==> src/hdl/sler_pkg.sv <==
// Package: constants and carriers for the link error recovery block
package sler_pkg;
  localparam int unsigned IS_IFS_BIT       = 27;
  localparam int unsigned SERR_LSEQ_BIT    = 23;
  localparam int unsigned PWR_CMD_LSB      = 14;
  localparam int unsigned PWR_CMD_MSB      = 21;
  localparam int unsigned PWR_CMD_W        = 8;
  localparam logic [7:0]  PWR_CMD_OFF      = 8'h00;
  localparam logic [7:0]  PWR_CMD_ON       = 8'h02;
  localparam int unsigned REG_FIS_MAX_DW   = 8;
  localparam int unsigned FIFO_DEPTH       = 8;
  localparam int unsigned DW_W             = 32;
  localparam int unsigned CLK_MHZ          = 100;
  localparam int unsigned PWR_OFF_NS       = 1000;
  localparam int unsigned PWR_OFF_CYC      = (PWR_OFF_NS * CLK_MHZ + 999) / 1000;
  localparam int unsigned CMD_TMO_US       = 40;
  localparam int unsigned CMD_TMO_CYC      = CMD_TMO_US * CLK_MHZ;
  localparam int unsigned OOB_NS           = 2000;
  localparam int unsigned OOB_CYC          = (OOB_NS * CLK_MHZ + 999) / 1000;

  typedef struct packed {
    logic            sof;
    logic            eof;
    logic            reg_fis;
    logic [31:0]     data;
  } sler_rx_dw_t;

  typedef struct packed {
    logic            ifs;
    logic            lseq;
    logic            fifo_ovf;
    logic            cmd_tmo;
    logic            rx_lost;
  } sler_err_t;

  typedef enum logic [4:0] {
    ST_OOB    = 5'b00001,
    ST_LINK   = 5'b00010,
    ST_LOCK   = 5'b00100,
    ST_PWROFF = 5'b01000,
    ST_PWRON  = 5'b10000
  } sler_state_t;
endpackage

==> src/hdl/sler_fifo.sv <==
// Receive FIFO with valid/ready on both sides
`timescale 1ns/10ps
module sler_fifo #(
  parameter int unsigned WIDTH = 35,
  parameter int unsigned DEPTH = 8
) (
  input  wire logic             clk,
  input  wire logic             srst,
  input  wire logic             flush,
  input  wire logic [WIDTH-1:0] in_data,
  input  wire logic             in_valid,
  output logic                  in_ready,
  output logic [WIDTH-1:0]      out_data,
  output logic                  out_valid,
  input  wire logic             out_ready
);
  localparam int unsigned AW = $clog2(DEPTH);
  logic [WIDTH-1:0] mem_r [DEPTH];
  logic [AW-1:0]    wp_r;
  logic [AW-1:0]    rp_r;
  logic [AW:0]      cnt_r;
  logic             push;
  logic             pop;
  logic [AW-1:0]    rp_nxt;

  // Output word kept in a register so the drain side sees stable data
  assign push   = in_valid && in_ready;
  assign pop    = out_valid && out_ready;
  assign rp_nxt = (rp_r == AW'(DEPTH - 1)) ? '0 : rp_r + 1'b1;

  always_ff @(posedge clk) begin
    if (push) begin
      mem_r[wp_r] <= in_data;
    end
  end

  always_ff @(posedge clk) begin
    if (srst || flush) begin
      wp_r  <= '0;
      rp_r  <= '0;
      cnt_r <= '0;
    end else begin
      if (push) begin
        wp_r <= (wp_r == AW'(DEPTH - 1)) ? '0 : wp_r + 1'b1;
      end
      if (pop) begin
        rp_r <= rp_nxt;
      end
      cnt_r <= cnt_r + (AW+1)'(push) - (AW+1)'(pop);
    end
  end

  always_ff @(posedge clk) begin
    if (srst || flush) begin
      in_ready  <= 1'b0;
      out_valid <= 1'b0;
      out_data  <= '0;
    end else begin
      in_ready <= (cnt_r + (AW+1)'(push) - (AW+1)'(pop)) < (AW+1)'(DEPTH);
      if (!out_valid || out_ready) begin
        out_valid <= (cnt_r - (AW+1)'(pop)) != '0 && !(out_valid && cnt_r == (AW+1)'(1));
        out_data  <= out_valid ? mem_r[rp_nxt] : mem_r[rp_r];
      end
    end
  end
endmodule

==> src/hdl/sler_core.sv <==
// Link error detection and recovery for a serial storage host port
`timescale 1ns/10ps
module sler_core #(
  parameter int unsigned TMO_CYC = sler_pkg::CMD_TMO_CYC
) (
  input  wire logic                clk,
  input  wire logic                srst,
  input  wire logic                port_reset,
  input  wire logic                link_illegal,
  input  wire logic                cont_corrupt,
  input  wire logic                cmd_active,
  input  wire logic                cmd_done,
  input  wire logic                low_power,
  input  wire logic                pll_relock,
  input  wire logic                phy_lock_pin,
  input  wire logic                drive_present_pin,
  input  wire sler_pkg::sler_rx_dw_t rx_dw,
  input  wire logic                rx_valid,
  output logic                     rx_ready,
  output sler_pkg::sler_rx_dw_t    out_dw,
  output logic                     out_valid,
  input  wire logic                out_ready,
  output logic [31:0]              port_irq_status,
  output logic [31:0]              port_error,
  output sler_pkg::sler_err_t      err_flags,
  output logic [31:0]              serial_phy_power_control,
  output logic                     link_up,
  output logic                     oob_start
);
  localparam int unsigned FW = $bits(sler_pkg::sler_rx_dw_t);

  // ----------------------------------------------------------------
  // Pin synchronisers
  // ----------------------------------------------------------------
  logic [1:0] lock_s_r;
  logic [1:0] drv_s_r;
  always_ff @(posedge clk) begin
    if (srst) begin
      lock_s_r <= 2'b00;
      drv_s_r  <= 2'b00;
    end else begin
      lock_s_r <= {lock_s_r[0], phy_lock_pin};
      drv_s_r  <= {drv_s_r[0], drive_present_pin};
    end
  end

  // ----------------------------------------------------------------
  // State machine
  // ----------------------------------------------------------------
  sler_pkg::sler_state_t st_r;
  sler_pkg::sler_state_t st_nxt;
  logic [15:0] tcnt_r;
  logic [3:0]  fis_cnt_r;
  logic        lp_relock_r;
  logic        ovf;
  logic        locked;
  logic        fifo_in_ready;
  logic        fifo_in_valid;

  assign locked = (st_r == sler_pkg::ST_LOCK);

  // Oversized register frame: ninth word of one frame
  assign ovf = rx_valid && rx_dw.reg_fis && !rx_dw.sof &&
               (fis_cnt_r == 4'(sler_pkg::REG_FIS_MAX_DW));

  always_comb begin
    st_nxt = st_r;
    case (st_r)
      sler_pkg::ST_OOB: begin
        if (tcnt_r == 16'(sler_pkg::OOB_CYC - 1) && drv_s_r[1]) begin
          st_nxt = sler_pkg::ST_LINK;
        end
      end
      sler_pkg::ST_LINK: begin
        if (link_illegal || cont_corrupt || ovf) begin
          st_nxt = sler_pkg::ST_LOCK;
        end else if (lp_relock_r && low_power) begin
          st_nxt = sler_pkg::ST_PWROFF;
        end
      end
      sler_pkg::ST_LOCK: begin
        st_nxt = sler_pkg::ST_LOCK; // Only a port reset leaves here; srst also returns to ST_OOB
      end
      sler_pkg::ST_PWROFF: begin
        if (tcnt_r == 16'(sler_pkg::PWR_OFF_CYC - 1)) begin
          st_nxt = sler_pkg::ST_PWRON;
        end
      end
      sler_pkg::ST_PWRON: begin
        if (lock_s_r[1]) begin
          st_nxt = sler_pkg::ST_OOB;
        end
      end
      default: st_nxt = sler_pkg::ST_OOB;
    endcase
    if (port_reset) begin
      st_nxt = sler_pkg::ST_OOB;
    end
  end

  always_ff @(posedge clk) begin
    if (srst) begin
      st_r <= sler_pkg::ST_OOB;
    end else begin
      st_r <= st_nxt;
    end
  end

  always_ff @(posedge clk) begin
    if (srst || st_nxt != st_r || port_reset) begin
      tcnt_r <= '0;
    end else if (tcnt_r != 16'hffff) begin
      tcnt_r <= tcnt_r + 16'h0001;
    end
  end

  // Relock seen during low power is remembered until power-off or port reset
  always_ff @(posedge clk) begin
    if (srst) begin
      lp_relock_r <= 1'b0;
    end else if (pll_relock && low_power) begin
      lp_relock_r <= 1'b1;
    end else if (port_reset || st_r == sler_pkg::ST_PWROFF) begin
      lp_relock_r <= 1'b0;
    end
  end

  always_ff @(posedge clk) begin
    if (srst || port_reset) begin
      fis_cnt_r <= '0;
    end else if (rx_valid && rx_ready && rx_dw.reg_fis) begin
      if (rx_dw.sof) begin
        fis_cnt_r <= 4'h1;
      end else if (fis_cnt_r != 4'hf) begin
        fis_cnt_r <= fis_cnt_r + 4'h1;
      end
    end
  end

  // ----------------------------------------------------------------
  // Command timeout
  // ----------------------------------------------------------------
  logic [31:0] cmd_t_r;
  logic        tmo;
  assign tmo = (cmd_t_r == 32'(TMO_CYC - 1));
  always_ff @(posedge clk) begin
    if (srst || port_reset || !cmd_active || cmd_done) begin
      cmd_t_r <= '0;
    end else if (!tmo) begin
      cmd_t_r <= cmd_t_r + 32'h1;
    end
  end

  // ----------------------------------------------------------------
  // Status and error flags, set wins over reset clear
  // ----------------------------------------------------------------
  logic set_seq;
  assign set_seq = (st_r == sler_pkg::ST_LINK) && link_illegal;

  always_ff @(posedge clk) begin
    if (srst) begin
      port_irq_status <= '0;
      port_error      <= '0;
      err_flags       <= '0;
    end else begin
      if (set_seq) begin
        port_irq_status[sler_pkg::IS_IFS_BIT] <= 1'b1;
        port_error[sler_pkg::SERR_LSEQ_BIT]   <= 1'b1;
        err_flags.ifs  <= 1'b1;
        err_flags.lseq <= 1'b1;
      end else if (port_reset) begin
        port_irq_status <= '0;
        port_error      <= '0;
        err_flags.ifs   <= 1'b0;
        err_flags.lseq  <= 1'b0;
      end
      err_flags.fifo_ovf <= (ovf && st_r == sler_pkg::ST_LINK) ||
                            (err_flags.fifo_ovf && !port_reset);
      err_flags.cmd_tmo  <= (tmo && cmd_active) || (err_flags.cmd_tmo && !port_reset);
      err_flags.rx_lost  <= (lp_relock_r && low_power) ||
                            (err_flags.rx_lost && st_r != sler_pkg::ST_PWRON);
    end
  end

  // ----------------------------------------------------------------
  // PHY power command and link outputs
  // ----------------------------------------------------------------
  always_ff @(posedge clk) begin
    if (srst) begin
      serial_phy_power_control <= '0;
      link_up                  <= 1'b0;
      oob_start                <= 1'b0;
    end else begin
      if (st_nxt == sler_pkg::ST_PWROFF) begin
        serial_phy_power_control[sler_pkg::PWR_CMD_MSB:sler_pkg::PWR_CMD_LSB]
          <= sler_pkg::PWR_CMD_OFF;
      end else begin
        serial_phy_power_control[sler_pkg::PWR_CMD_MSB:sler_pkg::PWR_CMD_LSB]
          <= sler_pkg::PWR_CMD_ON;
      end
      link_up   <= (st_nxt == sler_pkg::ST_LINK);
      oob_start <= (st_nxt == sler_pkg::ST_OOB) && (st_r != sler_pkg::ST_OOB || port_reset);
    end
  end

  // ----------------------------------------------------------------
  // Receive path; locked link stops accepting, so data stalls upstream
  // ----------------------------------------------------------------
  assign fifo_in_valid = rx_valid && !locked && !ovf;

  // Own copy of the FIFO fill, so ready drops on the same edge that takes the last slot
  localparam int unsigned OW = $clog2(sler_pkg::FIFO_DEPTH) + 1;
  logic [OW-1:0] occ_r;
  logic [OW-1:0] occ_nxt;
  logic          fifo_push;
  logic          fifo_pop;
  assign fifo_push = fifo_in_valid && rx_ready && fifo_in_ready;
  assign fifo_pop  = out_valid && out_ready;
  assign occ_nxt   = occ_r + OW'(fifo_push) - OW'(fifo_pop);
  always_ff @(posedge clk) begin
    if (srst || port_reset) begin
      occ_r <= '0;
    end else begin
      occ_r <= occ_nxt;
    end
  end

  always_ff @(posedge clk) begin
    if (srst) begin
      rx_ready <= 1'b0;
    end else begin
      rx_ready <= (st_nxt == sler_pkg::ST_LINK) && !port_reset &&
                  (occ_nxt < OW'(sler_pkg::FIFO_DEPTH));
    end
  end

  sler_fifo #(
    .WIDTH (FW),
    .DEPTH (sler_pkg::FIFO_DEPTH)
  ) u_fifo (
    .clk       (clk),
    .srst      (srst),
    .flush     (port_reset),
    .in_data   (rx_dw),
    .in_valid  (fifo_in_valid && rx_ready),
    .in_ready  (fifo_in_ready),
    .out_data  (out_dw),
    .out_valid (out_valid),
    .out_ready (out_ready)
  );
endmodule

==> config.mk <==
export PLATFORM = sky130hd
export DESIGN_NAME = sler_core
export DESIGN_NICKNAME = d
export VERILOG_FILES = /design/src/hdl/sler_pkg.sv /design/src/hdl/sler_fifo.sv /design/src/hdl/sler_core.sv
export SDC_FILE = /design/constraint.sdc
export NUM_CORES = 1
export LEC_CHECK = 0
export BUFFER_PORTS_ARGS = -buffer_cell sky130_fd_sc_hd__buf_2
export CORE_ASPECT_RATIO = 1.2
export CORE_UTILIZATION = 30
export DETAILED_ROUTE_END_ITERATION = 8
export GPL_TIMING_DRIVEN = 0
export PLACE_DENSITY_LB_ADDON = 0.2
export SYNTH_ARGS = -nofsm -noshare
export SYNTH_HDL_FRONTEND = slang
export SYNTH_SLANG_ARGS = --single-unit
==> constraint.sdc <==
create_clock -name clk -period 6.22 [get_ports clk]
set_input_delay 0.311 -clock clk [delete_from_list [all_inputs] [get_ports clk]]
set_output_delay 0.311 -clock clk [all_outputs]
set_load 0.05 [all_outputs]
== Word level (Yosys, flattened, before mapping) ==
Memory sizes are Yosys's and may differ from the RTL's. A register that Yosys moved wholly into a read port is not among the register bits.
Index checks and enable logic that the tools add are counted.

* $add $sub $neg: 10
* Multipliers: 0
* Div/mod/pow operators: 0
* Order comparisons: 2
* Equality and inequality tests: 20
* Shifts and indexed selects: 0
* Multiplexer cells: 25
* Bitwise gates (word level): 0
* Reduce and logical (&&, ||, !) cells: 49

{| class="wikitable"
|+ Operator list
! kind !! number
|-
| $mux W35 || 1
|-
| $add A32 B1 Y32 const B || 1
|-
| $eq A32 B12 Y1 const B || 1
|-
| $mux W5 || 6
|-
| $mux W28 || 1
|-
| $pmux W5 S5 || 1
|-
| $logic_and A1 B1 Y1 || 24
|-
| $mux W24 || 1
|-
| $add A16 B1 Y16 const B || 1
|-
| $eq A16 B7 Y1 const B || 1
|-
| $eq A16 B8 Y1 const B || 1
|-
| $ne A16 B16 Y1 const B || 1
|-
| $logic_or A1 B1 Y1 || 13
|-
| $mux W3 || 4
|-
| $sub A4 B1 Y4 || 3
|-
| $eq A5 B1 Y1 const B || 2
|-
| $eq A5 B2 Y1 const B || 2
|-
| $eq A5 B4 Y1 const B || 2
|-
| $add A4 B1 Y4 || 2
|-
| $lt A4 B4 Y1 const B || 2
|-
| $mux W4 || 2
|-
| $logic_not A1 Y1 || 7
|-
| $add A3 B1 Y3 const B || 2
|-
| $eq A3 B3 Y1 const B || 2
|-
| other kinds (14) || 23
|}

* Bits in registers: 131
* Bits in latches: 0
* RAM bits: 280
* Bits in read-only memories: 0
* Bits of input ports: 48
* Output and inout bits: 140
* Logic and storage cells: 132
* Memories kept: 1

{| class="wikitable"
|+ Memory list
! memory !! words !! width !! rd ports !! clocked after Yosys merged registers in !! write ports !! RTL line !! source
|-
| u_fifo.mem_r || 8 || 35 || 2 || 1 || 1 || sler_fifo.sv:18 || <nowiki>logic [WIDTH-1:0] mem_r [DEPTH];</nowiki>
|}

== Longest topological paths before layout ==
* Word-level depth: 11
* Mapped depth: 14
* Depth with buffers taken out: 13

== Cells and area by module ==
From an unflattened synthesis, not the netlist that was laid out.

* Cells, all modules: 1426
* Area total of the unflattened synthesis: 19079.5 sq um

{| class="wikitable"
|+ Modules (own cells, without submodules)
! module !! instances !! cells an instance !! area each (sq um) !! seq. area each (sq um)
|-
| sler_fifo || 1 || 909 || 14650.3 || 9409.0
|-
| sler_core || 1 || 517 || 4429.2 || 1481.4
|}

== Least setup slack after synthesis ==
OpenSTA, ideal clock, no wires.

* Kind: register to register
* From: reg fis_cnt_r[0]
* To: mem u_fifo.mem_r[0][0], enable pin
* Setup time: 471 ps
* Arrival: 4109 ps
* Data required time: 5749 ps
* Slack: 1640 ps
* Cell stages (with the launch flop): 9
* Buffers on the path: 1
* Clock period less this slack: 4580 ps
* Cells stage by stage: dfxtp_1 > inv_1 > ha_1 > and4b_1 > and2_1 > or3_1 > clkbuf_1 > or2_1 > nor3_1

* Word-level cells in the longest chain between the ends: 8

{| class="wikitable"
|+ Ends and longest elaborated chain
! element !! RTL line !! source
|-
| start, declared || sler_core.sv:53 || <nowiki>logic [3:0] fis_cnt_r;</nowiki>
|-
| start signal, assigned || sler_core.sv:135 || <nowiki>fis_cnt_r <= fis_cnt_r + 4'h1;</nowiki>
|-
| $eq A4 B4 Y1 || sler_core.sv:64 || <nowiki>(fis_cnt_r == 4'(sler_pkg::REG_FIS_MAX_DW));</nowiki>
|-
| $logic_and A1 B1 Y1 || sler_core.sv:63 || <nowiki>assign ovf = rx_valid && rx_dw.reg_fis && !rx_dw.sof &&</nowiki>
|-
| $logic_not A1 Y1 || sler_core.sv:209 || <nowiki>assign fifo_in_valid = rx_valid && !locked && !ovf;</nowiki>
|-
| $logic_and A1 B1 Y1 || sler_core.sv:209 ||
|-
| $logic_and A1 B1 Y1 || sler_core.sv:245 || <nowiki>.in_valid (fifo_in_valid && rx_ready),</nowiki>
|-
| $logic_and A1 B1 Y1 || sler_fifo.sv:27 || <nowiki>assign push = in_valid && in_ready;</nowiki>
|-
| $mux W1 || sler_fifo.sv:32 || <nowiki>if (push) begin</nowiki>
|-
| $mux W1 (not written as such) || sler_fifo.sv:33 || <nowiki>mem_r[wp_r] <= in_data;</nowiki>
|-
| end, declared || sler_fifo.sv:18 ||
|}

Every way passes these cells.

== Worst setup path in the final report ==
* From: reg fis_cnt_r[0]
* To: mem u_fifo.mem_r[0][11], enable pin

The elaborated chain is that of the path after synthesis.

==> out/results.ini <==
[yosys]
avgSynthCellArea_um2=14.4
ys_seq_area_frac=0.575
ys_types=64
ys.flop_type=edfxtp_1
ys_async_sr_fraction=0
ys_ff_latch=404
netlist_instances=1318
netlist_area_um2=18900
synth_edf_count=280
synth_warnings=0

[clock_tree]
cts_tree=built
htreeDepth=2
clock_path_buffers=3
clk_latency_ps=570
cts_root_buffer=clkbuf_16
post_cts_resized=0
cts-buffers-inserted=46
clk_pin_slew_ps=60
numClockSinks=404

[floorplanning]
die_area_um2=64100
floorplan.initialDensity=0.305
io_pins=188
core_um2=62200
die_y_um=277
die_w_um=231
num_rows=100

[status]
status=complete, no violations

[power]
switchingPower_w=0.00137
ir_worst_vdd_uv=187
p_int_w=0.00444
power_w=0.00580
p_leak_nw=7.83
p_sw_frac=0.236
power.share.sequential=0.499
p_clk_frac=0.433
p_comb_frac=0.068
powerDensity_nw_per_um2=254

[route]
via_per_inst=4.82
num_vias=11800
wl_um=49400
ant_nets=0
drt_iter0_markers=636
wl_per_cell_um=20.1
drc=0
dr.pass1.iters=5

[global_routing]
grt_pass1_vias=12100
grt_max_degree=22
grt_pass1_wl_um=73900
grt-ovfl-total=0
grt_use_total=0.154
antenna_found_initial=3

[sta]
tightest_slew_ps=1030
rsz0062_at_grt=false
slew_viol_final=0
hold_viol=0
finalCritPeriodShare=0.581
setup_violations=0
max_freq_mhz=277
fin_worst_skew_ps=15.0
fin_crit_ps=3610
finalSetupTns_ps=0
maxSlewHeadroom=0.312

[critical_path]
required_ps=6500
start_kind=register
crit_arrival_ps=3900
end_kind=register
critical_path_class=register to register
crit_fanout=8

[finish]
fin_nets=1670
final_util=0.367
drive_gt1_frac=0.293
antennaDiodeCount=0
syn_to_final_growth_pct=20.5

[placement]
portBuffers=92
place_congestion=0.746
dp_hpwl_um=32600

[hold_path]
min_path_type=input port to register

[run]
maxCapViolCount=0

-- path summary, 6_finish.rpt --
path | start | endpoint | slack (ps) | cells past startpoint
setup / recovery | fis_cnt_r[0]$_SDFFE_PP0P_ | u_fifo.mem_r[0][11]$_DFFE_PP_ | 2610 | 11
hold reg to reg | lock_s_r[0]$_SDFF_PP0_ | lock_s_r[1]$_SDFF_PP0_ | 430 | 1
setup reg to reg | fis_cnt_r[0]$_SDFFE_PP0P_ | u_fifo.mem_r[0][11]$_DFFE_PP_ | 2610 | 11
hold / removal | rx_dw[9] | u_fifo.mem_r[1][9]$_DFFE_PP_ | 20 | 1
-- sequential cells by signal, indices dropped and copies added (netlist names), 4 cells and up, named ones only --
register / count
u_fifo.mem_r: 280
u_fifo.out_data: 35
cmd_t_r: 32
tcnt_r: 16
st_r: 5
fis_cnt_r: 4
occ_r: 4
u_fifo.cnt_r: 4
-- worst max-delay path, cell delays in order (launching register included) --
cell,delay [ps]
dfxtp_1,360
inv_1,80
ha_1,200
and4b_1,230
and2_1,190
or3_1,360
clkbuf_1,210
or2_1,380
nor3_2,780
buf_6,250
buf_6,160
buf_6,140
-- cells in the mapped netlist (all sizes together) (4+ instances only) --
| library cell | count | area [um2] |
|---|---|---|
| mux2 | 35 | 394 |
| nor4 | 11 | 75.1 |
| nand2 | 70 | 263 |
| and3 | 15 | 96.3 |
| nand4 | 15 | 100 |
| or3 | 9 | 56.3 |
| clkbuf | 48 | 180 |
| nor3b | 7 | 57.6 |
| nand3 | 26 | 143 |
| nand2b | 5 | 31.3 |
| o21bai | 4 | 30.0 |
| mux2i | 38 | 380 |
| and2 | 7 | 43.8 |
| nor2 | 69 | 259 |
| ha | 20 | 250 |
| a21oi | 56 | 280 |
| or2 | 4 | 25.0 |
| xnor2 | 21 | 184 |
| o21ai | 81 | 405 |
| edfxtp | 280 | 8410 |
| dfxtp | 124 | 2480 |
| xor2 | 22 | 193 |
| nor2b | 8 | 50.1 |
| nor3 | 29 | 155 |
| buf | 119 | 832 |
| inv | 18 | 67.6 |
| mux4 | 140 | 3150 |
-- cell type report --
class,instances,area [um2]
fillers,6020,39400
plain buffers,167,1010
clock inverters,14,66.3
flip-flops and latches,404,10900
inverters,18,67.6
multi-input cells,821,7370
well taps,816,1020
clock buffers,71,1310
repair buffers,142,1090
-- cells in the final DEF, fill, tap and decap left out, drive strengths merged, types with 56 or more instances in the layout --
cell type and n:
o21ai 81, buf 229, nor2 69, nand2 70
mux4 140, a21oi 56, clkbuf 119, dfxtp 124
conb 93, edfxtp 280
-- timing repair --
action                                 4_1_cts  5_1_grt
endpoints found under the hold margin      208        0
hold buffers                                32        0
buffers inserted                             0        0
-- per-layer routing --
metal / vias to the layer above / track usage / part of all wire
met5: - / 0 / 0.00055
met4: 4 / 0.0389 / 0.021
met3: 71 / 0.0319 / 0.054
met2: 313 / 0.271 / 0.51
met1: 5971 / 0.191 / 0.41
li1: 5466 / - / -
-- stage by stage --
stage          cell area, um2  hold slack, ps  worst slack, ps  instances
2_1_floorplan           19300             410             1640       1410
3_3_place_gp            20800             422            -1800       2318
3_5_place_dp            21100             423             2550       2336
4_1_cts                 22800           0.862             2540       2453
5_1_grt                 22800            2.43             2410       2453
6_report                22800            23.3             2610       2453
-- power by group through the flow --
stage          Clock [W]  Combinational [W]  Sequential (W)
2_1_floorplan          0           0.000250         0.00299
3_3_place_gp           0           0.000376         0.00295
3_5_place_dp           0           0.000379         0.00295
4_1_cts          0.00258           0.000398         0.00289
5_1_grt          0.00268           0.000425         0.00289
6_report         0.00251           0.000397         0.00289
-- kinds of logic (layout without fill, tap and decap cells) --
group / Yosys count / in the layout / share of synthesized area
XOR/XNOR: 43 / 43 / 0.0199
flip-flops: 404 / 404 / 0.575
other: 1 / 93 / 0.000198
AND/OR/NAND/NOR: 288 / 288 / 0.0777
buffers and inverters: 185 / 412 / 0.0570
multiplexers: 213 / 213 / 0.207
AO/OA/AOI/OAI: 162 / 162 / 0.0476
adder cells (fa/ha/maj): 22 / 22 / 0.0153
Power figures use the tool's default switching activity.
